[src/common/sas_consts.vh]
// Constants for the snooze acquisition sequencer.
`ifndef SAS_CONSTS_VH
`define SAS_CONSTS_VH
// ============================================================
// Timing
`define SAS_CLK_HZ 125000000
`define SAS_SECOND_CYCLES (`SAS_CLK_HZ)
`define SAS_MINUTE_SECONDS 60
`define SAS_PERIOD_MINUTES 30
`define SAS_ALARM_HOURS 24
`define SAS_ALARM_MINUTES (`SAS_ALARM_HOURS * 60)
// ============================================================
// Operating modes
`define SAS_MODE_W 3
`define SAS_MODE_NORMAL 3'h0
`define SAS_MODE_SLEEP 3'h1
`define SAS_MODE_STANDBY 3'h2
`define SAS_MODE_SNOOZE 3'h3
`define SAS_MODE_DEEP 3'h4
// ============================================================
// Wake cause bit positions
`define SAS_CAUSE_ALARM 0
`define SAS_CAUSE_PIN 1
`define SAS_CAUSE_CMP 2
// ============================================================
// Chained transfer steps
`define SAS_STEP_W 3
`define SAS_STEP_IDLE 3'h0
`define SAS_STEP_BUF0 3'h1
`define SAS_STEP_BUF1 3'h2
`define SAS_STEP_THR 3'h3
`define SAS_STEP_CMP 3'h4
// ============================================================
// Sizes
`define SAS_DATA_W 12
`define SAS_BUF_DEPTH 48
`define SAS_PTR_W 6
`endif

[src/rtl/sas_interval_timer.v]
// Reloading down counter that pulses once per RELOAD source ticks.
`timescale 1ns/1ns
module sas_interval_timer #(
  parameter W = 8,
  parameter [W-1:0] RELOAD = 8'h3C
)(
  input wire clk,
  input wire rst_n,
  input wire ce,
  input wire run,
  input wire tick,
  output reg underflow_q
);
  reg [W-1:0] count_q;

  // ============================================================
  // Count
  always @(posedge clk)
  begin
    if (!rst_n)
    begin
      count_q <= RELOAD - 1'b1;
      underflow_q <= 1'b0;
    end
    else if (ce)
    begin
      underflow_q <= 1'b0;
      if (run && tick)
      begin
        if (count_q == {W{1'b0}})
        begin
          count_q <= RELOAD - 1'b1;
          underflow_q <= 1'b1;
        end
        else
        begin
          count_q <= count_q - 1'b1;
        end
      end
    end
  end
endmodule

[src/rtl/sas_comparator.v]
// Subtraction-mode data comparator: flags input at or above the threshold.
`timescale 1ns/1ns
`include "sas_consts.vh"
module sas_comparator #(
  parameter W = `SAS_DATA_W
)(
  input wire clk,
  input wire rst_n,
  input wire ce,
  input wire thr_we,
  input wire [W-1:0] thr_data,
  input wire data_we,
  input wire [W-1:0] data_in,
  output reg hit_q
);
  reg [W-1:0] thr_q;
  wire [W:0] diff;

  // The borrow of the subtraction is the whole decision.
  assign diff = {1'b0, data_in} - {1'b0, thr_q};

  // ============================================================
  // Threshold and judgment
  always @(posedge clk)
  begin
    if (!rst_n)
    begin
      thr_q <= {W{1'b0}};
      hit_q <= 1'b0;
    end
    else if (ce)
    begin
      hit_q <= 1'b0;
      if (thr_we)
        thr_q <= thr_data;
      if (data_we)
        hit_q <= ~diff[W];
    end
  end
endmodule

[src/rtl/sas_sequencer.v]
// Low-power mode sequencer with timed snooze acquisition and level judgment.
`timescale 1ns/1ns
`include "sas_consts.vh"
// Notes on behaviour
// - First timer underflows once per minute
// - Second timer underflows every thirty minutes
// - Period underflow moves standby into snooze
// - Conversion start from underflow or snooze request
// - Chain: buffer0, buffer1, threshold, comparator input
// - Comparator hits when value at least threshold
// - Comparator hit cancels snooze to normal
// - Chain completion returns snooze to standby
// - Alarm, pin or hit wakes to normal
// - Calendar runs always, alarms every 24 hours
// - Sleep exits on reset or linked interrupt
// - Standby stops processor, peripherals, oscillators
// - Snooze only from standby, restricted peripherals
// - Deep standby powers down all but calendar
// - Event assignment for snooze, end, wake
module sas_sequencer #(
  parameter SECOND_CYCLES = `SAS_SECOND_CYCLES,
  parameter DEPTH = `SAS_BUF_DEPTH,
  parameter PW = `SAS_PTR_W,
  parameter DW = `SAS_DATA_W
)(
  input wire clk,
  input wire rst_n,
  input wire ce,
  input wire sleep_req,
  input wire standby_req,
  input wire deep_req,
  input wire irq_any,
  input wire irq_link_en,
  input wire pin_irq,
  input wire alarm_rearm,
  input wire trig_from_snooze,
  input wire adc_conv_done,
  input wire [DW-1:0] adc_ch0_data,
  input wire [DW-1:0] adc_ch1_data,
  input wire [DW-1:0] threshold,
  input wire [PW-1:0] buf_rd_addr,
  output reg [`SAS_MODE_W-1:0] mode_q,
  output reg cpu_run_q,
  output reg periph_run_q,
  output reg osc_run_q,
  output reg core_power_q,
  output reg adc_start_q,
  output reg transfer_done_q,
  output reg comparator_hit_q,
  output reg alarm_pending_q,
  output reg [2:0] wake_cause_q,
  output reg [PW-1:0] buf_wr_ptr_q,
  output reg [2*DW-1:0] buf_rd_data_q
);
  // ============================================================
  // Declarations
  reg [31:0] presc_q;
  reg sec_tick_q;
  reg alarm_armed_q;
  reg [`SAS_STEP_W-1:0] step_q;
  reg [`SAS_MODE_W-1:0] mode_d;
  reg [DW-1:0] buf0_mem [0:DEPTH-1];
  reg [DW-1:0] buf1_mem [0:DEPTH-1];
  reg done_q;
  wire minute_uf;
  wire period_uf;
  wire alarm_uf;
  wire cmp_hit;
  wire alarm_event;
  wire wake_event;
  wire snooze_req;
  wire in_standby;
  wire in_snooze;
  wire deep;
  wire thr_we;
  wire cmp_we;

  assign in_standby = (mode_q == `SAS_MODE_STANDBY);
  assign in_snooze = (mode_q == `SAS_MODE_SNOOZE);
  assign deep = (mode_q == `SAS_MODE_DEEP);
  assign alarm_event = alarm_uf & alarm_armed_q;
  assign wake_event = pin_irq | alarm_event | cmp_hit;
  assign snooze_req = in_standby & period_uf & ~wake_event;
  assign thr_we = (step_q == `SAS_STEP_THR);
  assign cmp_we = (step_q == `SAS_STEP_CMP);

  // ============================================================
  // Seconds prescaler; runs from power-on in every mode.
  always @(posedge clk)
  begin
    if (!rst_n)
    begin
      presc_q <= 32'h00000000;
      sec_tick_q <= 1'b0;
    end
    else if (ce)
    begin
      sec_tick_q <= 1'b0;
      if (presc_q == SECOND_CYCLES - 1)
      begin
        presc_q <= 32'h00000000;
        sec_tick_q <= 1'b1;
      end
      else
      begin
        presc_q <= presc_q + 32'h00000001;
      end
    end
  end

  // ============================================================
  // Cascaded interval timers and calendar alarm
  sas_interval_timer #(.W(6), .RELOAD(6'h3C)) u_minute_interval_timer (
    .clk(clk),
    .rst_n(rst_n),
    .ce(ce),
    .run(~deep),
    .tick(sec_tick_q),
    .underflow_q(minute_uf)
  );

  // The minute underflow is the only count source of the period timer.
  sas_interval_timer #(.W(5), .RELOAD(5'h1E)) u_period_interval_timer (
    .clk(clk),
    .rst_n(rst_n),
    .ce(ce),
    .run(~deep),
    .tick(minute_uf),
    .underflow_q(period_uf)
  );

  // The calendar keeps its own minute chain so it survives deep standby.
  wire cal_minute;
  sas_interval_timer #(.W(6), .RELOAD(6'h3C)) u_calendar_minute (
    .clk(clk),
    .rst_n(rst_n),
    .ce(ce),
    .run(1'b1),
    .tick(sec_tick_q),
    .underflow_q(cal_minute)
  );

  sas_interval_timer #(.W(11), .RELOAD(11'h5A0)) u_calendar_alarm (
    .clk(clk),
    .rst_n(rst_n),
    .ce(ce),
    .run(1'b1),
    .tick(cal_minute),
    .underflow_q(alarm_uf)
  );

  // Once fired, the alarm stays silent until software arms the next one.
  always @(posedge clk)
  begin
    if (!rst_n)
    begin
      alarm_armed_q <= 1'b1;
      alarm_pending_q <= 1'b0;
    end
    else if (ce)
    begin
      if (alarm_event)
      begin
        alarm_armed_q <= 1'b0;
        alarm_pending_q <= 1'b1;
      end
      else if (alarm_rearm)
      begin
        alarm_armed_q <= 1'b1;
        alarm_pending_q <= 1'b0;
      end
    end
  end

  // ============================================================
  // Conversion start through the event link
  always @(posedge clk)
  begin
    if (!rst_n)
      adc_start_q <= 1'b0;
    else if (ce)
    begin
      if (trig_from_snooze)
        adc_start_q <= snooze_req;
      else
        adc_start_q <= period_uf & ~deep & (mode_q != `SAS_MODE_STANDBY | snooze_req);
    end
  end

  // ============================================================
  // Chained transfer in repeat mode
  always @(posedge clk)
  begin
    if (!rst_n)
    begin
      step_q <= `SAS_STEP_IDLE;
      done_q <= 1'b0;
      buf_wr_ptr_q <= {PW{1'b0}};
    end
    else if (ce)
    begin
      done_q <= 1'b0;
      case (step_q)
        `SAS_STEP_IDLE:
        begin
          if (adc_conv_done && !in_standby && !deep)
            step_q <= `SAS_STEP_BUF0;
        end
        `SAS_STEP_BUF0:
          step_q <= `SAS_STEP_BUF1;
        `SAS_STEP_BUF1:
          step_q <= `SAS_STEP_THR;
        `SAS_STEP_THR:
          step_q <= `SAS_STEP_CMP;
        `SAS_STEP_CMP:
        begin
          step_q <= `SAS_STEP_IDLE;
          done_q <= 1'b1;
          if (buf_wr_ptr_q == DEPTH - 1)
            buf_wr_ptr_q <= {PW{1'b0}};
          else
            buf_wr_ptr_q <= buf_wr_ptr_q + 1'b1;
        end
        default:
          step_q <= `SAS_STEP_IDLE;
      endcase
    end
  end

  always @(posedge clk)
  begin
    if (ce && step_q == `SAS_STEP_BUF0)
      buf0_mem[buf_wr_ptr_q] <= adc_ch0_data;
    if (ce && step_q == `SAS_STEP_BUF1)
      buf1_mem[buf_wr_ptr_q] <= adc_ch1_data;
  end

  always @(posedge clk)
  begin
    if (!rst_n)
      buf_rd_data_q <= {2 * DW{1'b0}};
    else if (ce)
      buf_rd_data_q <= {buf1_mem[buf_rd_addr], buf0_mem[buf_rd_addr]};
  end

  sas_comparator #(.W(DW)) u_data_operation_comparator (
    .clk(clk),
    .rst_n(rst_n),
    .ce(ce),
    .thr_we(thr_we),
    .thr_data(threshold),
    .data_we(cmp_we),
    .data_in(adc_ch1_data),
    .hit_q(cmp_hit)
  );

  // ============================================================
  // Mode transitions
  always @*
  begin
    mode_d = mode_q;
    case (mode_q)
      `SAS_MODE_NORMAL:
      begin
        if (deep_req)
          mode_d = `SAS_MODE_DEEP;
        else if (standby_req)
          mode_d = `SAS_MODE_STANDBY;
        else if (sleep_req)
          mode_d = `SAS_MODE_SLEEP;
      end
      `SAS_MODE_SLEEP:
      begin
        if ((irq_any && irq_link_en) || wake_event)
          mode_d = `SAS_MODE_NORMAL;
      end
      `SAS_MODE_STANDBY:
      begin
        if (wake_event)
          mode_d = `SAS_MODE_NORMAL;
        else if (snooze_req)
          mode_d = `SAS_MODE_SNOOZE;
      end
      `SAS_MODE_SNOOZE:
      begin
        if (wake_event)
          mode_d = `SAS_MODE_NORMAL;
        else if (done_q)
          mode_d = `SAS_MODE_STANDBY;
      end
      `SAS_MODE_DEEP:
      begin
        if (pin_irq || alarm_event)
          mode_d = `SAS_MODE_NORMAL;
      end
      default:
        mode_d = `SAS_MODE_NORMAL;
    endcase
  end

  always @(posedge clk)
  begin
    if (!rst_n)
    begin
      mode_q <= `SAS_MODE_NORMAL;
      cpu_run_q <= 1'b1;
      periph_run_q <= 1'b1;
      osc_run_q <= 1'b1;
      core_power_q <= 1'b1;
      transfer_done_q <= 1'b0;
      comparator_hit_q <= 1'b0;
      wake_cause_q <= 3'h0;
    end
    else if (ce)
    begin
      mode_q <= mode_d;
      cpu_run_q <= (mode_d == `SAS_MODE_NORMAL);
      periph_run_q <= (mode_d == `SAS_MODE_NORMAL) || (mode_d == `SAS_MODE_SLEEP) ||
                      (mode_d == `SAS_MODE_SNOOZE);
      osc_run_q <= (mode_d != `SAS_MODE_STANDBY) && (mode_d != `SAS_MODE_DEEP);
      core_power_q <= (mode_d != `SAS_MODE_DEEP);
      transfer_done_q <= done_q;
      comparator_hit_q <= cmp_hit;
      if (mode_d == `SAS_MODE_NORMAL && mode_q != `SAS_MODE_NORMAL)
      begin
        wake_cause_q[`SAS_CAUSE_ALARM] <= alarm_event;
        wake_cause_q[`SAS_CAUSE_PIN] <= pin_irq;
        wake_cause_q[`SAS_CAUSE_CMP] <= cmp_hit;
      end
    end
  end
endmodule

[config.mk]
export PLATFORM = sky130hd
export DESIGN_NAME = sas_sequencer
export DESIGN_NICKNAME = d
export VERILOG_FILES = /design/src/rtl/sas_interval_timer.v /design/src/rtl/sas_comparator.v /design/src/rtl/sas_sequencer.v
export VERILOG_INCLUDE_DIRS = /design/src /design/src/common
export SDC_FILE = /design/constraint.sdc
export NUM_CORES = 1
export LEC_CHECK = 0
export BUFFER_PORTS_ARGS = -buffer_cell sky130_fd_sc_hd__buf_2
export CORE_MARGIN = 5
export CORE_UTILIZATION = 60
export CTS_BUF_LIST = sky130_fd_sc_hd__clkbuf_4 sky130_fd_sc_hd__clkbuf_8 sky130_fd_sc_hd__clkbuf_16
export DETAILED_ROUTE_END_ITERATION = 7
export PLACE_DENSITY = 0.77
export SLEW_MARGIN = 20
export SYNTH_ARGS = -nofsm -noshare
export SYNTH_HDL_FRONTEND = slang
export SYNTH_SLANG_ARGS = --single-unit
[constraint.sdc]
create_clock -name clk -period 5.4 [get_ports clk]
set_input_delay 0.27 -clock clk [delete_from_list [all_inputs] [get_ports clk]]
set_output_delay 0.27 -clock clk [all_outputs]
set_load 0.01 [all_outputs]
Word level (Yosys, flattened, before mapping). Memory sizes are Yosys's and may differ from the RTL's. A register that Yosys moved wholly into a read port is not among the register bits. Index checks and enable logic that the tools add are counted.

Flip-flop bits (word level): 103. Latch bits: 0. Bits in writable memories: 1152. Memory bits (read-only): 0. Input bits: 54. Output and inout port bits: 44. Logic and storage cells: 135. Memories: 2.

Memory list: buf0_mem (words 48, width 12, read ports 1, clocked after Yosys merged registers in 1, write ports 1, line sas_sequencer.v:62) `reg [DW-1:0] buf0_mem [0:DEPTH-1];`; buf1_mem (words 48, width 12, read ports 1, clocked after Yosys merged registers in 1, write ports 1, line sas_sequencer.v:63) `reg [DW-1:0] buf1_mem [0:DEPTH-1];`.

$add $sub $neg: 7. $mul: 0. Divide/modulo/power cells: 0. Order comparisons: 0. Equal/unequal tests: 16. Shift-type cells: 0. Multiplexer cells: 38. Bitwise gates (word level): 11. Reduce and logical (&&, ||, !) cells: 35.

Operators with widths (count): $add A32 B1 Y32 const B (1); $eq A32 B27 Y1 const B (1); $mux W32 (1); $mux W3 (10); $mux W1 (20); $mux W6 (3); $reduce_and A2 Y1 (9); $eq A3 B2 Y1 const B (5); $pmux W3 S5 (1); $sub A12 B12 Y13 (1); $logic_not A6 Y1 (2); $pmux W3 S4 (1); $sub A6 B1 Y6 const B (2); $logic_not A11 Y1 (1); $mux W11 (1); $sub A11 B1 Y11 const B (1); $eq A3 B1 Y1 const B (3); $logic_and A1 B1 Y1 (9); $logic_not A3 Y1 (3); $add A6 B1 Y6 const B (1); $eq A3 B3 Y1 const B (2); $eq A6 B6 Y1 const B (1); $ne A3 B2 Y1 const B (2); $and A1 B1 Y1 (5); other kinds (11) (21).

Depth between registers and ports, before layout.
Depth in word-level cells: 11. Depth in mapped cells: 10.

Modules after synthesis. From an unflattened synthesis, not the netlist that was laid out.

Cells, all modules: 2766. Area total of the unflattened synthesis: 50058.0 um^2.

Modules (own cells, without submodules): sas_sequencer (instances 1, cells an instance 2493, area each 47728.3 um^2, seq. area each 36234.8 um^2); sas_comparator (instances 1, cells an instance 95, area each 763.2 um^2, seq. area each 260.2 um^2); sas_interval_timer at u_calendar_minute ... (instances 2, cells an instance 41, area each 362.8 um^2, seq. area each 140.1 um^2); sas_interval_timer at u_calendar_alarm (instances 1, cells an instance 62, area each 551.8 um^2, seq. area each 240.2 um^2); sas_interval_timer at u_period_interval_timer (instances 1, cells an instance 34, area each 289.0 um^2, seq. area each 120.1 um^2).

Least setup slack after synthesis. No wires, ideal clock.

Kind: register -> register. Start point: register buf_wr_ptr_q[2]. End point: memory buf0_mem[4][0] (netlist name), enable pin. Setup time: 0.380 ns. Arrival: 1.908 ns. Required time: 5.020 ns. Slack: 3.111 ns. Stages on the path, launching flop included: 5. Period minus slack after synthesis: 2.289 ns. Path through: dfxtp_1 clkbuf_1 or3b_2 clkbuf_1 nor2_1.

RTL lines: start: declaration (line sas_sequencer.v:52) `output reg [PW-1:0] buf_wr_ptr_q,`; start signal: assignment (line sas_sequencer.v:198) `buf_wr_ptr_q <= {PW{1'b0}};`; start signal: assignment (line sas_sequencer.v:220) `buf_wr_ptr_q <= {PW{1'b0}};`; start signal: assignment (line sas_sequencer.v:222) `buf_wr_ptr_q <= buf_wr_ptr_q + 1'b1;`; end: declaration (line sas_sequencer.v:62).

No word-level cell before the write port.

Final worst setup path.
Start point: register step_q[2]. End point: memory buf0_mem[44][4] (netlist name), enable pin.

Word-level cells in the longest chain between the ends: 4.

RTL lines: start: declaration (line sas_sequencer.v:60) `` reg [`SAS_STEP_W-1:0] step_q; ``; start signal: assignment (line sas_sequencer.v:196) `` step_q <= `SAS_STEP_IDLE; ``; start signal: assignment (line sas_sequencer.v:207) `` step_q <= `SAS_STEP_BUF0; ``; start signal: assignment (line sas_sequencer.v:210) `` step_q <= `SAS_STEP_BUF1; ``; $eq A3 B1 Y1; $logic_and A1 B1 Y1 (no source line); $mux W1 (line sas_sequencer.v:232) `` if (ce && step_q == `SAS_STEP_BUF0) ``; $mux W1 (implied by the code) (line sas_sequencer.v:233) `buf0_mem[buf_wr_ptr_q] <= adc_ch0_data;`.

Every way passes these cells.

==> run summary <==
final wirelength: 122000 um
top cells by area, synth: edfxtp_1 (69%), mux4_2 (11%), dfxtp_1 (5.1%)
reg2reg path depth: 5
TritonCTS clock tree: built
most frequent CP cell: nor2_1
CP max FO: 12
WL/cell: 30.2 um
# DRC: 3
root buffer cell: clkbuf_16
setup ws final: 2.35 ns
Post-Syn Nets: 2779
chip height: 299 um
run status: finished with violations
Final setup violation count: 0
layout cells sized above 1: 0.233
area occupied by multi-input gates: 12000 um2
worst hold path class: in2reg
post-synth top area share: 0.692
H-tree depth: 3
max_cap viols: 0
Finished Cell Area: 55700 um2
Worst Hold End: u_period_interval_timer.count_q[2]
cell taking the most area after synthesis: edfxtp_1
ys flop type: edfxtp_1
RD Place Congestion: 0.935
pwr/cell area: 358 nW/um2
I/O pin count: 98
first-pass GRT wire length: 179000 um
static leakage: 0.0182 uW
Slowest-stage cell, CP: nor2_1
post-route ant nets: 0
Post-synth top cells: edfxtp_1 (1152), mux4_2 (247), nor2_1 (210)
worst slew pin tran: 1.15 ns
Total Routing Usage GR: 0.273
Yosys reg bits: 1279
Mean Syn Cell Area: 18.5 um2
Std-Cell Core Area: 82400 um2
starting density of the core: 0.607
Congestion Overflow GR: 0
Yosys Warn Count: 0
Post-Syn Instances: 2706
Max-slew headroom: 0.231
vias in the first global route: 27.2k
largest net degree at the start of global routing: 103
Die X: 299 um
# fillers: 5074
RSZ-0062 raised after global routing: no
initial drt markers: 3659
Post-synth EDFFs: 1152
initial antenna violation count: 0
critical path type: reg2reg
CP Launch Type: flip-flop
failing checks: DRC
required time of the critical path: 5.71 ns
Reg clk slew, reported paths: 0.06 ns
fin crit period: 3.05 ns
DP Area: 51700 um2
Worst R2R Start: step_q[2]
nets: 2950
via/cell ratio: 6.67
Vias: 27.0k
CTS buffer count: 119
skew final: 0.0338 ns
Critical Path End Type: flip-flop
Netlist Area Pre-Place: 50000 um2
CP arrival: 3.36 ns
port bufs: 97
Min-Delay Startpoint: rst_n
Seq/Total Area, Yosys: 0.743
sequential cell area: 37100 um2
Clock Sinks: 1279
setup TNS: 0 ns
worst-skew pair later-pin latency: 0.71 ns
Pre-antenna DRT Iters: 8
Async S/R FF share, synth: 0
maximum vdd drop: 0.000356 V
critical path's largest stage delay: 0.93 ns
site row count: 105
setup bufs post-CTS: 0
most frequent cell after synthesis: edfxtp_1
library cells used by synthesis: 67
Max Buffers Root-to-Sink: 3
Final Cycle Share: 0.564
worst hold stages: 3
P&R area growth vs syn: 11.5%
Worst R2R Setup Slack: 2.35 ns
Fin. Hold Viols: 0
Slew Limit Fails: 0
full die area: 89100 um2
Setup WS pre-CTS: 2.15 ns
post-DP HPWL: 73500 um
Worst R2R End: buf0_mem[44][4]
Fmax achieved: 328 MHz
utilization after layout: 0.676
worst-path cell chain: nor2_1 > nand2_1 > nor2_1 > nand2_1 > nor2_1
[registers in the layout, summed over array words and instances, names as in the netlist, 3 cells and up]
register and flops:
buf_rd_data_q 24, u_period_interval_timer.count_q 5, u_minute_interval_timer.count_q 6, buf1_mem 576, u_data_operation_comparator.thr_q 12, u_calendar_minute.count_q 6
wake_cause_q 3, buf0_mem 576, step_q 3, presc_q 32, buf_wr_ptr_q 6, mode_q 3
u_calendar_alarm.count_q 11
[routing by layer]
metal / routed length [um] / vias to the layer above / global-route usage
li1: - / 11200 / -
met3: 13700 / 289 / 0.0586
met5: 0 / - / 0
met1: 44500 / 13800 / 0.381
met4: 5410 / 0 / 0.112
met2: 58500 / 1735 / 0.430
[worst max-delay path: cells and delay by family, from the launching register on]
| kind | cells | cell delay, ns |
|---|---|---|
| and+or+nand+nor | 5 | 2.28 |
| DFF | 1 | 0.36 |
[cell type report]
type                       instances  share of cell area
antenna                            1           0.0000449
clock buffer                     146              0.0577
clock inverter                    77              0.0113
inverter                          27             0.00182
multi-input combinational       1259               0.215
sequential                      1279               0.667
tap                             1070              0.0240
timing repair buffer             191              0.0232
[through the flow]
step	hold WS (ns)	power (uW)	std cells
6_report	0.0386	20000	4050
2_1_floorplan	0.369	11600	2706
3_3_place_gp	0.429	11900	3810
4_1_cts	0.00526	20000	4049
5_1_grt	0.0305	20500	4049
3_5_place_dp	0.434	12000	3810
[cells in the final DEF, fill, tap and decap left out, drive strengths merged, types with 22 or more instances in the layout]
master / n
o21ai: 52
nor2: 213
a21boi: 23
clkbuf: 146
a221oi: 23
nand3: 33
edfxtp: 1152
nand2: 133
mux4: 247
a22oi: 37
o22ai: 31
buf: 175
xor2: 32
dfxtp: 127
a21oi: 51
mux2i: 107
clkinv: 61
nor3: 30
nor4: 22
inv: 31
[kinds of logic (layout without fill, tap and decap cells)]
family                     after synthesis  count (layout)  synth area share
DFF                                   1279            1279             0.743
and+or+nand+nor                        536             536            0.0504
muxes                                  370             370             0.136
AOI/OAI and AO/OA                      282             282            0.0377
buffers and inverters                  168             441            0.0183
xor gates and xnor gates                52              52           0.00912
adders and majority gates               19              19           0.00476
other                                    0               1                 0
[what timing repair did]
item                      CTS  global route
hold endpoints to repair   17             0
resized for setup           0             0
hold buffers               16             0
[how the worst max path moves through the flow]
stage                              to             from  cells past startpoint
detailed placement  buf_rd_data_q[19]   buf_rd_addr[1]                      7
global placement      buf0_mem[19][5]  buf_wr_ptr_q[4]                      3
CTS                    buf1_mem[2][7]        step_q[0]                      4
finish                buf0_mem[44][4]        step_q[2]                      5
floorplan              buf0_mem[4][0]  buf_wr_ptr_q[2]                      4
global route          buf0_mem[44][5]        step_q[2]                      5
[power breakdown]
group,leakage (uW),total [uW],internal (uW),switching [uW]
Clock,0.00194,8190,4610,3580
Combinational,0.00484,932,324,608
Sequential,0.0114,10800,10800,34.2
Total,0.0182,20000,15700,4220
Note: power is estimated with default switching activity, not from simulation.
